$ cat src/verilog/acc_pkg.sv
// Package with register map, field layout, reset values and timing for the converter control
package acc_pkg;
   // Register indices (offsets are all multiples of four: byte address = 4 * index)
   localparam logic [8:0] IDX_RES_HIGH = 9'h01e;
   localparam logic [8:0] IDX_MAIN_CTRL = 9'h01f;
   localparam logic [8:0] IDX_RES_LOW = 9'h09e;
   localparam logic [8:0] IDX_CLK_CTRL = 9'h09f;
   localparam logic [8:0] IDX_PINSEL_LOW = 9'h11e;
   localparam logic [8:0] IDX_PINSEL_HIGH = 9'h11f;
   localparam logic [8:0] IDX_FLAG = 9'h00c;
   localparam logic [8:0] IDX_ENABLE = 9'h08c;
   localparam logic [8:0] IDX_IRQ_CTRL = 9'h00b;
   localparam logic [8:0] IDX_SYS_CTRL = 9'h100;
   // Main control fields
   localparam int MC_JUSTIFY = 7;
   localparam int MC_REFSEL = 6;
   localparam int MC_CHAN_LSB = 2;
   localparam int MC_GO = 1;
   localparam int MC_ON = 0;
   // Clock control field
   localparam int CC_SEL_LSB = 4;
   localparam logic [7:0] CC_MASK = 8'h70;
   localparam logic [7:0] ANSH_MASK = 8'h0f;
   // Flag, enable and interrupt control bit positions
   localparam int FLAG_DONE = 6;
   localparam int EN_DONE = 6;
   localparam int IC_GLOBAL = 7;
   localparam int IC_PERIPH = 6;
   // System control register: bit 0 sleep request, bits 7:4 capture/compare mode
   localparam int SC_SLEEP = 0;
   localparam int SC_CCM_LSB = 4;
   localparam logic [3:0] CCM_SPECIAL_EVENT = 4'hb;
   // Reset values
   localparam logic [7:0] RST_MAIN_CTRL = 8'h00;
   localparam logic [7:0] RST_CLK_CTRL = 8'h00;
   localparam logic [7:0] RST_PINSEL_LOW = 8'hff;
   localparam logic [7:0] RST_PINSEL_HIGH = 8'h0f;
   // Timing
   localparam int CLK_HZ = 20000000;
   localparam int RESULT_BITS = 10;
   localparam int SETTLE_BIT_PERIODS = 2;
   localparam int INSTR_CYCLE_CLKS = 4;
   localparam int RC_BIT_PERIOD_NS = 4000;
   localparam int RC_BIT_CLKS = (RC_BIT_PERIOD_NS * (CLK_HZ / 1000000)) / 1000;
   localparam logic [29:0] VECTOR_ADDR = 30'h0004;
   typedef enum logic [2:0] {
      ACC_IDLE = 3'b000,
      ACC_DELAY = 3'b001,
      ACC_CONV = 3'b011,
      ACC_SETTLE = 3'b010
   } acc_state_e;
   typedef struct packed {
      logic start;
      logic [3:0] channel;
      logic refsel;
   } acc_conv_req_s;
endpackage

$ cat src/verilog/acc_conv_ctrl.sv
// Converter control top: AXI4-Lite registers, start, sleep and completion sequencing
//
// Local design decision: the AXI4-Lite slave port.
`timescale 1ns/10ps
`default_nettype none
module acc_conv_ctrl #(
   parameter int RC_CLKS = acc_pkg::RC_BIT_CLKS
) (
   input wire logic aclk,
   input wire logic aresetn,
   input wire logic [11:0] s_axi_awaddr,
   input wire logic s_axi_awvalid,
   output logic s_axi_awready,
   input wire logic [31:0] s_axi_wdata,
   input wire logic [3:0] s_axi_wstrb,
   input wire logic s_axi_wvalid,
   output logic s_axi_wready,
   output logic [1:0] s_axi_bresp,
   output logic s_axi_bvalid,
   input wire logic s_axi_bready,
   input wire logic [11:0] s_axi_araddr,
   input wire logic s_axi_arvalid,
   output logic s_axi_arready,
   output logic [31:0] s_axi_rdata,
   output logic [1:0] s_axi_rresp,
   output logic s_axi_rvalid,
   input wire logic s_axi_rready,
   input wire logic special_event_trigger,
   input wire logic [9:0] sample_value,
   output acc_pkg::acc_conv_req_s conv_req,
   output logic converter_power,
   output logic timer_one_clear,
   output logic irq,
   output logic wake,
   output logic [29:0] vector_addr,
   output logic vector_take
);
   // ************
   // Register state
   // ************
   logic [7:0] main_q, clkc_q, ansl_q, ansh_q, res_hi_q, res_lo_q, sysc_q;
   logic flag_q, en_q, gie_q, peripheral_irq_enable_q;
   logic [1:0] trig_sync_q;
   logic trig_prev_q;
   acc_pkg::acc_state_e state_q;
   logic [2:0] bits_q;
   logic [3:0] bitcnt_q;
   logic [1:0] dly_q;
   // ************
   // AXI4-Lite slave
   // ************
   logic aw_q, w_q;
   logic [11:0] awaddr_q;
   logic [31:0] wdata_q;
   logic [3:0] wstrb_q;
   wire logic do_wr = aw_q && w_q && !s_axi_bvalid;
   wire logic [8:0] widx = awaddr_q[10:2];
   wire logic [8:0] ridx = s_axi_araddr[10:2];
   wire logic wlane = wstrb_q[0];
   wire logic [7:0] wb = wdata_q[7:0];
   function automatic logic hit(input logic [8:0] idx, input logic [8:0] reg_idx);
      hit = idx == reg_idx;
   endfunction
   wire logic wr_main = do_wr && wlane && hit(widx, acc_pkg::IDX_MAIN_CTRL);
   wire logic wr_flag = do_wr && wlane && hit(widx, acc_pkg::IDX_FLAG);
   always_ff @(posedge aclk) begin
      if (!aresetn) begin
         aw_q <= 1'b0;
         w_q <= 1'b0;
         awaddr_q <= 12'h000;
         wdata_q <= 32'h0000_0000;
         wstrb_q <= 4'h0;
         s_axi_bvalid <= 1'b0;
      end else begin
         if (s_axi_awvalid && s_axi_awready) begin
            aw_q <= 1'b1;
            awaddr_q <= s_axi_awaddr;
         end
         if (s_axi_wvalid && s_axi_wready) begin
            w_q <= 1'b1;
            wdata_q <= s_axi_wdata;
            wstrb_q <= s_axi_wstrb;
         end
         if (do_wr) begin
            aw_q <= 1'b0;
            w_q <= 1'b0;
            s_axi_bvalid <= 1'b1;
         end else if (s_axi_bready) begin
            s_axi_bvalid <= 1'b0;
         end
      end
   end
   always_ff @(posedge aclk) begin
      if (!aresetn) begin
         s_axi_awready <= 1'b0;
         s_axi_wready <= 1'b0;
         s_axi_arready <= 1'b0;
      end else begin
         s_axi_awready <= !aw_q && !(s_axi_awvalid && s_axi_awready) && !s_axi_bvalid;
         s_axi_wready <= !w_q && !(s_axi_wvalid && s_axi_wready) && !s_axi_bvalid;
         s_axi_arready <= !s_axi_rvalid && !(s_axi_arvalid && s_axi_arready);
      end
   end
   assign s_axi_bresp = 2'b00;
   assign s_axi_rresp = 2'b00;
   wire logic [7:0] rbyte =
      hit(ridx, acc_pkg::IDX_RES_HIGH) ? res_hi_q :
      hit(ridx, acc_pkg::IDX_MAIN_CTRL) ? main_q :
      hit(ridx, acc_pkg::IDX_RES_LOW) ? res_lo_q :
      hit(ridx, acc_pkg::IDX_CLK_CTRL) ? (clkc_q & acc_pkg::CC_MASK) :
      hit(ridx, acc_pkg::IDX_PINSEL_LOW) ? ansl_q :
      hit(ridx, acc_pkg::IDX_PINSEL_HIGH) ? (ansh_q & acc_pkg::ANSH_MASK) :
      hit(ridx, acc_pkg::IDX_FLAG) ? {1'b0, flag_q, 6'h00} :
      hit(ridx, acc_pkg::IDX_ENABLE) ? {1'b0, en_q, 6'h00} :
      hit(ridx, acc_pkg::IDX_IRQ_CTRL) ? {gie_q, peripheral_irq_enable_q, 6'h00} :
      hit(ridx, acc_pkg::IDX_SYS_CTRL) ? sysc_q : 8'h00;
   always_ff @(posedge aclk) begin
      if (!aresetn) begin
         s_axi_rvalid <= 1'b0;
         s_axi_rdata <= 32'h0000_0000;
      end else if (s_axi_arvalid && s_axi_arready) begin
         s_axi_rvalid <= 1'b1;
         s_axi_rdata <= {24'h000000, rbyte};
      end else if (s_axi_rready) begin
         s_axi_rvalid <= 1'b0;
      end
   end
   // ************
   // Control decode
   // ************
   wire logic conv_on = main_q[acc_pkg::MC_ON];
   wire logic [2:0] csel = clkc_q[acc_pkg::CC_SEL_LSB +: 3];
   wire logic rc_clk = csel[1:0] == 2'b11;
   wire logic sleeping = sysc_q[acc_pkg::SC_SLEEP];
   wire logic [3:0] ccm = sysc_q[acc_pkg::SC_CCM_LSB +: 4];
   wire logic trig_edge = trig_sync_q[1] && !trig_prev_q;
   wire logic trig_start = trig_edge && ccm == acc_pkg::CCM_SPECIAL_EVENT && conv_on;
   wire logic sw_go = wr_main && wb[acc_pkg::MC_GO] && !main_q[acc_pkg::MC_GO];
   wire logic sw_abort = wr_main && !wb[acc_pkg::MC_GO] && main_q[acc_pkg::MC_GO];
   wire logic sleep_abort = sleeping && !rc_clk && state_q != acc_pkg::ACC_IDLE;
   wire logic run = conv_on && !(sleeping && !rc_clk) && state_q != acc_pkg::ACC_IDLE;
   wire logic tick;
   wire logic conv_end = state_q == acc_pkg::ACC_CONV && tick &&
      bitcnt_q == 4'(acc_pkg::RESULT_BITS - 1);
   wire logic irq_armed = en_q && peripheral_irq_enable_q;
   wire logic [9:0] sv = sample_value;
   wire logic [7:0] nhi = main_q[acc_pkg::MC_JUSTIFY] ? {6'h00, sv[9:8]} : sv[9:2];
   wire logic [7:0] nlo = main_q[acc_pkg::MC_JUSTIFY] ? sv[7:0] : {sv[1:0], 6'h00};
   acc_tick_gen #(.RC_CLKS(RC_CLKS)) u_tick (
      .aclk(aclk),
      .aresetn(aresetn),
      .run(run),
      .sel(csel),
      .tick(tick)
   );
   // ************
   // Trigger synchroniser
   // ************
   always_ff @(posedge aclk) begin
      if (!aresetn) begin
         trig_sync_q <= 2'b00;
         trig_prev_q <= 1'b0;
      end else begin
         trig_sync_q <= {trig_sync_q[0], special_event_trigger};
         trig_prev_q <= trig_sync_q[1];
      end
   end
   // ************
   // Sequencer
   // ************
   always_ff @(posedge aclk) begin
      if (!aresetn) begin
         state_q <= acc_pkg::ACC_IDLE;
         bitcnt_q <= 4'h0;
         dly_q <= 2'd0;
         bits_q <= 3'd0;
      end else if (!conv_on || sleep_abort) begin
         state_q <= acc_pkg::ACC_IDLE;
      end else begin
         case (state_q)
            acc_pkg::ACC_IDLE: begin
               if (sw_go || trig_start) begin
                  state_q <= rc_clk ? acc_pkg::ACC_DELAY : acc_pkg::ACC_CONV;
                  dly_q <= 2'(acc_pkg::INSTR_CYCLE_CLKS - 1);
                  bitcnt_q <= 4'h0;
               end
            end
            acc_pkg::ACC_DELAY: begin
               if (sw_abort) begin
                  state_q <= acc_pkg::ACC_SETTLE;
                  bits_q <= 3'd0;
               end else if (dly_q == 2'd0) begin
                  state_q <= acc_pkg::ACC_CONV;
               end else begin
                  dly_q <= dly_q - 2'd1;
               end
            end
            acc_pkg::ACC_CONV: begin
               if (sw_abort || conv_end) begin
                  state_q <= acc_pkg::ACC_SETTLE;
                  bits_q <= 3'd0;
               end else if (tick) begin
                  bitcnt_q <= bitcnt_q + 4'h1;
               end
            end
            acc_pkg::ACC_SETTLE: begin
               if (tick) begin
                  bits_q <= bits_q + 3'd1;
                  if (bits_q == 3'(acc_pkg::SETTLE_BIT_PERIODS - 1)) begin
                     state_q <= acc_pkg::ACC_IDLE;
                  end
               end
            end
            default: state_q <= acc_pkg::ACC_IDLE;
         endcase
      end
   end
   // ************
   // Software registers
   // ************
   wire logic go_now = state_q == acc_pkg::ACC_IDLE && (sw_go || trig_start);
   always_ff @(posedge aclk) begin
      if (!aresetn) begin
         main_q <= acc_pkg::RST_MAIN_CTRL;
         clkc_q <= acc_pkg::RST_CLK_CTRL;
         ansl_q <= acc_pkg::RST_PINSEL_LOW;
         ansh_q <= acc_pkg::RST_PINSEL_HIGH;
         sysc_q <= 8'h00;
         en_q <= 1'b0;
         gie_q <= 1'b0;
         peripheral_irq_enable_q <= 1'b0;
      end else begin
         if (wr_main) begin
            main_q <= {wb[7:2], main_q[acc_pkg::MC_GO] && wb[acc_pkg::MC_GO], wb[acc_pkg::MC_ON]};
         end
         if (go_now && conv_on) begin
            main_q[acc_pkg::MC_GO] <= 1'b1;
         end else if (conv_end || sleep_abort || (state_q == acc_pkg::ACC_IDLE && !go_now)) begin
            main_q[acc_pkg::MC_GO] <= 1'b0;
         end
         if (do_wr && wlane && hit(widx, acc_pkg::IDX_CLK_CTRL)) clkc_q <= wb & acc_pkg::CC_MASK;
         if (do_wr && wlane && hit(widx, acc_pkg::IDX_PINSEL_LOW)) ansl_q <= wb;
         if (do_wr && wlane && hit(widx, acc_pkg::IDX_PINSEL_HIGH)) ansh_q <= wb & acc_pkg::ANSH_MASK;
         if (do_wr && wlane && hit(widx, acc_pkg::IDX_ENABLE)) en_q <= wb[acc_pkg::EN_DONE];
         if (do_wr && wlane && hit(widx, acc_pkg::IDX_SYS_CTRL)) sysc_q <= wb;
         if (do_wr && wlane && hit(widx, acc_pkg::IDX_IRQ_CTRL)) begin
            gie_q <= wb[acc_pkg::IC_GLOBAL];
            peripheral_irq_enable_q <= wb[acc_pkg::IC_PERIPH];
         end
         if (conv_end && sleeping && irq_armed) begin
            sysc_q[acc_pkg::SC_SLEEP] <= 1'b0;
         end
      end
   end
   // ************
   // Result, flag and outputs
   // ************
   always_ff @(posedge aclk) begin
      if (conv_end) begin
         res_hi_q <= nhi;
         res_lo_q <= nlo;
      end
   end
   always_ff @(posedge aclk) begin
      if (!aresetn) begin
         flag_q <= 1'b0;
      end else if (conv_end) begin
         flag_q <= 1'b1;
      end else if (wr_flag) begin
         flag_q <= wb[acc_pkg::FLAG_DONE];
      end
   end
   always_ff @(posedge aclk) begin
      if (!aresetn) begin
         conv_req <= '0;
         converter_power <= 1'b0;
         timer_one_clear <= 1'b0;
         irq <= 1'b0;
         wake <= 1'b0;
         vector_addr <= 30'h0;
         vector_take <= 1'b0;
      end else begin
         conv_req.start <= state_q == acc_pkg::ACC_DELAY && dly_q == 2'd0 ||
            state_q == acc_pkg::ACC_IDLE && go_now && !rc_clk;
         conv_req.channel <= main_q[acc_pkg::MC_CHAN_LSB +: 4];
         conv_req.refsel <= main_q[acc_pkg::MC_REFSEL];
         converter_power <= conv_on && !(sleeping && (!rc_clk || (!irq_armed && state_q == acc_pkg::ACC_IDLE)));
         timer_one_clear <= trig_edge && ccm == acc_pkg::CCM_SPECIAL_EVENT;
         irq <= flag_q && irq_armed && gie_q;
         wake <= conv_end && sleeping && irq_armed;
         vector_take <= conv_end && sleeping && irq_armed && gie_q;
         vector_addr <= acc_pkg::VECTOR_ADDR;
      end
   end
endmodule
`default_nettype wire

$ cat src/verilog/acc_tick_gen.sv
// Conversion bit period enable generator
`timescale 1ns/10ps
`default_nettype none
module acc_tick_gen #(
   parameter int RC_CLKS = 80
) (
   input wire logic aclk,
   input wire logic aresetn,
   input wire logic run,
   input wire logic [2:0] sel,
   output logic tick
);
   // ************
   // Divider
   // ************
   logic [6:0] cnt_q;
   logic [6:0] limit;
   function automatic logic [6:0] div_limit(input logic [2:0] s);
      case (s)
         3'b000: div_limit = 7'd1;
         3'b100: div_limit = 7'd3;
         3'b001: div_limit = 7'd7;
         3'b101: div_limit = 7'd15;
         3'b010: div_limit = 7'd31;
         3'b110: div_limit = 7'd63;
         default: div_limit = 7'(RC_CLKS - 1);
      endcase
   endfunction
   assign limit = div_limit(sel);
   always_ff @(posedge aclk) begin
      if (!aresetn || !run || cnt_q >= limit) begin
         cnt_q <= 7'd0;
      end else begin
         cnt_q <= cnt_q + 7'd1;
      end
   end
   always_ff @(posedge aclk) begin
      if (!aresetn) begin
         tick <= 1'b0;
      end else begin
         tick <= run && cnt_q >= limit;
      end
   end
endmodule
`default_nettype wire

$ cat config.mk
export PLATFORM = sky130hd
export DESIGN_NAME = acc_conv_ctrl
export DESIGN_NICKNAME = d
export VERILOG_FILES = /design/src/verilog/acc_pkg.sv /design/src/verilog/acc_conv_ctrl.sv /design/src/verilog/acc_tick_gen.sv
export SDC_FILE = /design/constraint.sdc
export NUM_CORES = 1
export LEC_CHECK = 0
export BUFFER_PORTS_ARGS = -buffer_cell sky130_fd_sc_hd__buf_4
export CORE_MARGIN = 5
export CORE_UTILIZATION = 55
export DETAILED_ROUTE_END_ITERATION = 7
export PLACE_DENSITY_LB_ADDON = 0.25
export REMOVE_ABC_BUFFERS = 1
export SLEW_MARGIN = 20
export SYNTH_ARGS = -nofsm -noshare
export SYNTH_HDL_FRONTEND = slang
export SYNTH_SLANG_ARGS = --single-unit
$ cat constraint.sdc
create_clock -name aclk -period 3.3 [get_ports aclk]
set_input_delay 0.495 -clock aclk [delete_from_list [all_inputs] [get_ports aclk]]
set_output_delay 0.495 -clock aclk [all_outputs]
set_load 0.02 [all_outputs]
==> impl_results.md <==
* Horiz. Die Dim at between 100 and 150 microns
* Fin. Hold Viols at 0
* First-pass detailed-route iteration total at 6
* CP max-delay cell: inv_1
* Cell family with most CP delay: buffers and inverters
* Core box area at between 0.01 and 0.015 sq mm
* Sequential power share at 0.398
* DRC violations left at 0
* Yosys top cell by area: dfxtp_1
* Skew-Pair Late Insertion Delay at roughly 520 ps
* Final std cells w/o fill at between 800 and 900
* Least-Margin Pin Slew at 839 ps
* Hold Buf Count CTS at 0
* GP Congestion at 0.858
* CTS tree: done
* CP Max Fanout at 19
* RSZ-0062 raised after global routing: no
* Drt via density at approximately 5.5
* Peak supply drop at 0.310 mV
* Post-synth EDFFs at 16
* Hold Path Depth at 2
* Synth async-reset ratio at 0
* Max_slew headroom at 0.440
* Critical Path Max Stage Delay at about 620 ps
* # port buffers at just under 70
* Syn avg cell area at roughly 8.8 sq um
* Seq cells post-synth at around 120
* Distinct cell type count of the synthesized netlist at just over 70
* Pwr Density at approximately 540 mW/mm^2
* Commonest register cell after synthesis: dfxtp_1
* Commonest non-fill, non-tap cells in the layout: nand2_1 (103), dfxtp_1 (102), buf_4 (73)
* R2r startpoint: state_q[1]
* Dpl ws at 646 ps
* Initial DRC Count at roughly 430
* Post-Route WL at 14600 microns
* Antenna diode count at 0
* Most used cell, CP: inv_1
* Psw at approximately 0.84 mW
* Seq/Total Area, Yosys at 0.421
* Synth Cell Area at between 0.005 and 0.006 sq mm
* Clock Pin Slew Worst Setup and Hold Paths at 60 ps
* Hold EP: trig_sync_q[0]
* # resized after CTS at 0
* Final #Nets at 836
* DP Area at between 0.006 and 0.007 sq mm
* Worst EP required at 3750 ps
* Initial core utilization at 0.557
* HPWL after DPL at approximately 11000 microns
* Setup TNS at 0 ps
* First-pass GRT wire length at roughly 23000 microns
* Vias in the first global route at 4625
* Final setup violation count at 0
* Post-DRT Antenna Nets at 0
* Most common cell after layout, fill and taps aside: nand2_1
* Initial antenna violation count at 0
* Area Growth Syn to Fin at 17.7%
* Crit. End Element: register
* Clock Power Share at 0.541
* Vias at just under 5000
* Bufs and invs on worst path at 2
* Comb pwr share at 0.061
* Clock Tree Root: clkbuf_8
* Gr usage total at 0.225
* Total global routing overflow at 0
* Arrival @ worst endpoint at 3120 ps
* Max-Cap Viols at 0
* Worst-path cell chain: ha_1, inv_1, or2_2, inv_1, nor3b_1, a21o_1, a31oi_1
* Reg2reg path depth at 7
* Die height at ~110 microns
* R2r endpoint: bitcnt_q[2]
* Worst setup path category: reg -> reg
* Fin crit period at 2670 ps
* Fin crit share at 0.810
* Yosys Warn Count at 0
* Status: finished clean
* Clock buffer depth at 2
* Placed Cells at approximately 860
* Io pins at 160
* Worst Clk Skew at around 6.3 ps
* Final instance area at 0.00704 sq mm
* Site Rows at 38
* Largest net degree at the start of global routing at 50
* Synth Instances at 679
* Top post-synthesis cells by area: dfxtp_1 (34%), edfxtp_1 (8.0%), buf_4 (7.2%)
* Postcts setup bufs at 0
* Static Leak at between 2 and 3 nW
* Hold_sp: special_event_trigger
* Area share of the largest cell type after synthesis at 0.341
* Die ar. at 0.0131 sq mm
* Share of post-route cells with drive strength above 1 at 0.164
* H-tree levels at 4
* Max-slew violations at 0
* Worst R2R Setup Slack at roughly 630 ps
* CTS sink cnt at around 120
* Fillers at 904
* Sw frac at 0.223
* CP Launch Type: register
* Worst setup margin at approximately 630 ps
* Worst min path class: in -> reg
* Peak Freq at ~0.37 GHz
* Pint at about 2.9 mW
* WL/cell at between 15 and 20 microns
* Total power at about 3.8 mW
* Total CTS buffers at 17
==> through the flow <==
| step | hold slack, ps | util |
|---|---|---|
| after floorplan | 412 | - |
| after global placement | 423 | 0.594 |
| after detailed placement | 430 | 0.594 |
| after CTS | 172 | 0.655 |
| after global routing | 173 | 0.655 |
| final | 183 | 0.655 |
==> area by class of cell <==
type                    instances  area [sq um]  share of cell area
multi-input cells             508          3050               0.432
flip-flops and latches        118          2520               0.358
repair buffers                 73           548              0.0778
clock buffers                  22           505              0.0718
well taps                     140           175              0.0249
clock inverters                10           160              0.0227
inverters                      23          86.3              0.0123
==> synthesized netlist by cell type, drive strengths merged (6+ instances only) <==
cell type,count
o31ai,6
a21oi,53
dfxtp,102
or3,6
nand2,103
and2,18
mux2i,28
nand3,13
edfxtp,16
o21ai,23
inv,22
nand2b,10
nor2,37
ha,17
nand4b,8
buf,62
clkbuf,24
nor3,17
nor2b,16
==> per-layer routing <==
metal	up-vias	part of all wire	GRT usage
met5	-	0	0
met4	0	0.012	0.0713
met3	17	0.072	0.0618
met2	192	0.48	0.365
met1	2348	0.44	0.291
li1	2394	-	-
==> power groups by stage <==
stage	logic [mW]	registers, mW	clock network (mW)
detailed placement	0.227	1.53	0
CTS	0.228	1.50	2.06
global route	0.252	1.50	2.13
floorplan	0.129	1.53	0
finish	0.232	1.50	2.04
global placement	0.224	1.53	0
==> worst reg2reg max path, delay by kind of cell (launching register included) <==
family | cells | cell delay, ps
buffers and inverters | 2 | 760
DFF | 1 | 430
adders and majority gates | 1 | 400
and+or+nand+nor | 2 | 620
AOI/OAI and AO/OA | 2 | 390
==> worst max-delay path by stage <==
stage / depth (start not counted) / slack [ps] / startpoint / endpoint
3_5_place_dp: 7 / 650 / state_q[1] / bitcnt_q[2]
2_1_floorplan: 5 / 380 / s_axi_bvalid / sysc_q[1]
6_report: 7 / 630 / state_q[1] / bitcnt_q[2]
5_1_grt: 7 / 490 / state_q[1] / bitcnt_q[0]
4_1_cts: 7 / 640 / state_q[1] / bitcnt_q[2]
3_3_place_gp: 7 / 810 / state_q[1] / bitcnt_q[2]
==> registers in the layout (all words and copies together) (netlist names), 3 cells and up <==
signal        cells
ansh_q            4
ansl_q            8
awaddr_q          9
bitcnt_q          4
bits_q            3
clkc_q            3
conv_req          6
main_q            8
res_hi_q          8
res_lo_q          8
s_axi_rdata       8
sysc_q            8
u_tick.cnt_q      7
wdata_q           8
==> cell families (layout without fill, tap and decap cells) <==
family / count (synthesis) / after routing / synth area share
AO/OA/AOI/OAI: 137 / 137 / 0.155
XOR/XNOR: 5 / 5 / 0.00732
adder cells (fa/ha/maj): 17 / 17 / 0.0355
buffers and inverters: 109 / 128 / 0.106
flip-flops: 118 / 118 / 0.421
multiplexers: 32 / 32 / 0.0544
other: 1 / 57 / 0.000627
AND/OR/NAND/NOR: 260 / 260 / 0.220
No activity file was read; power rests on OpenSTA's default activity.
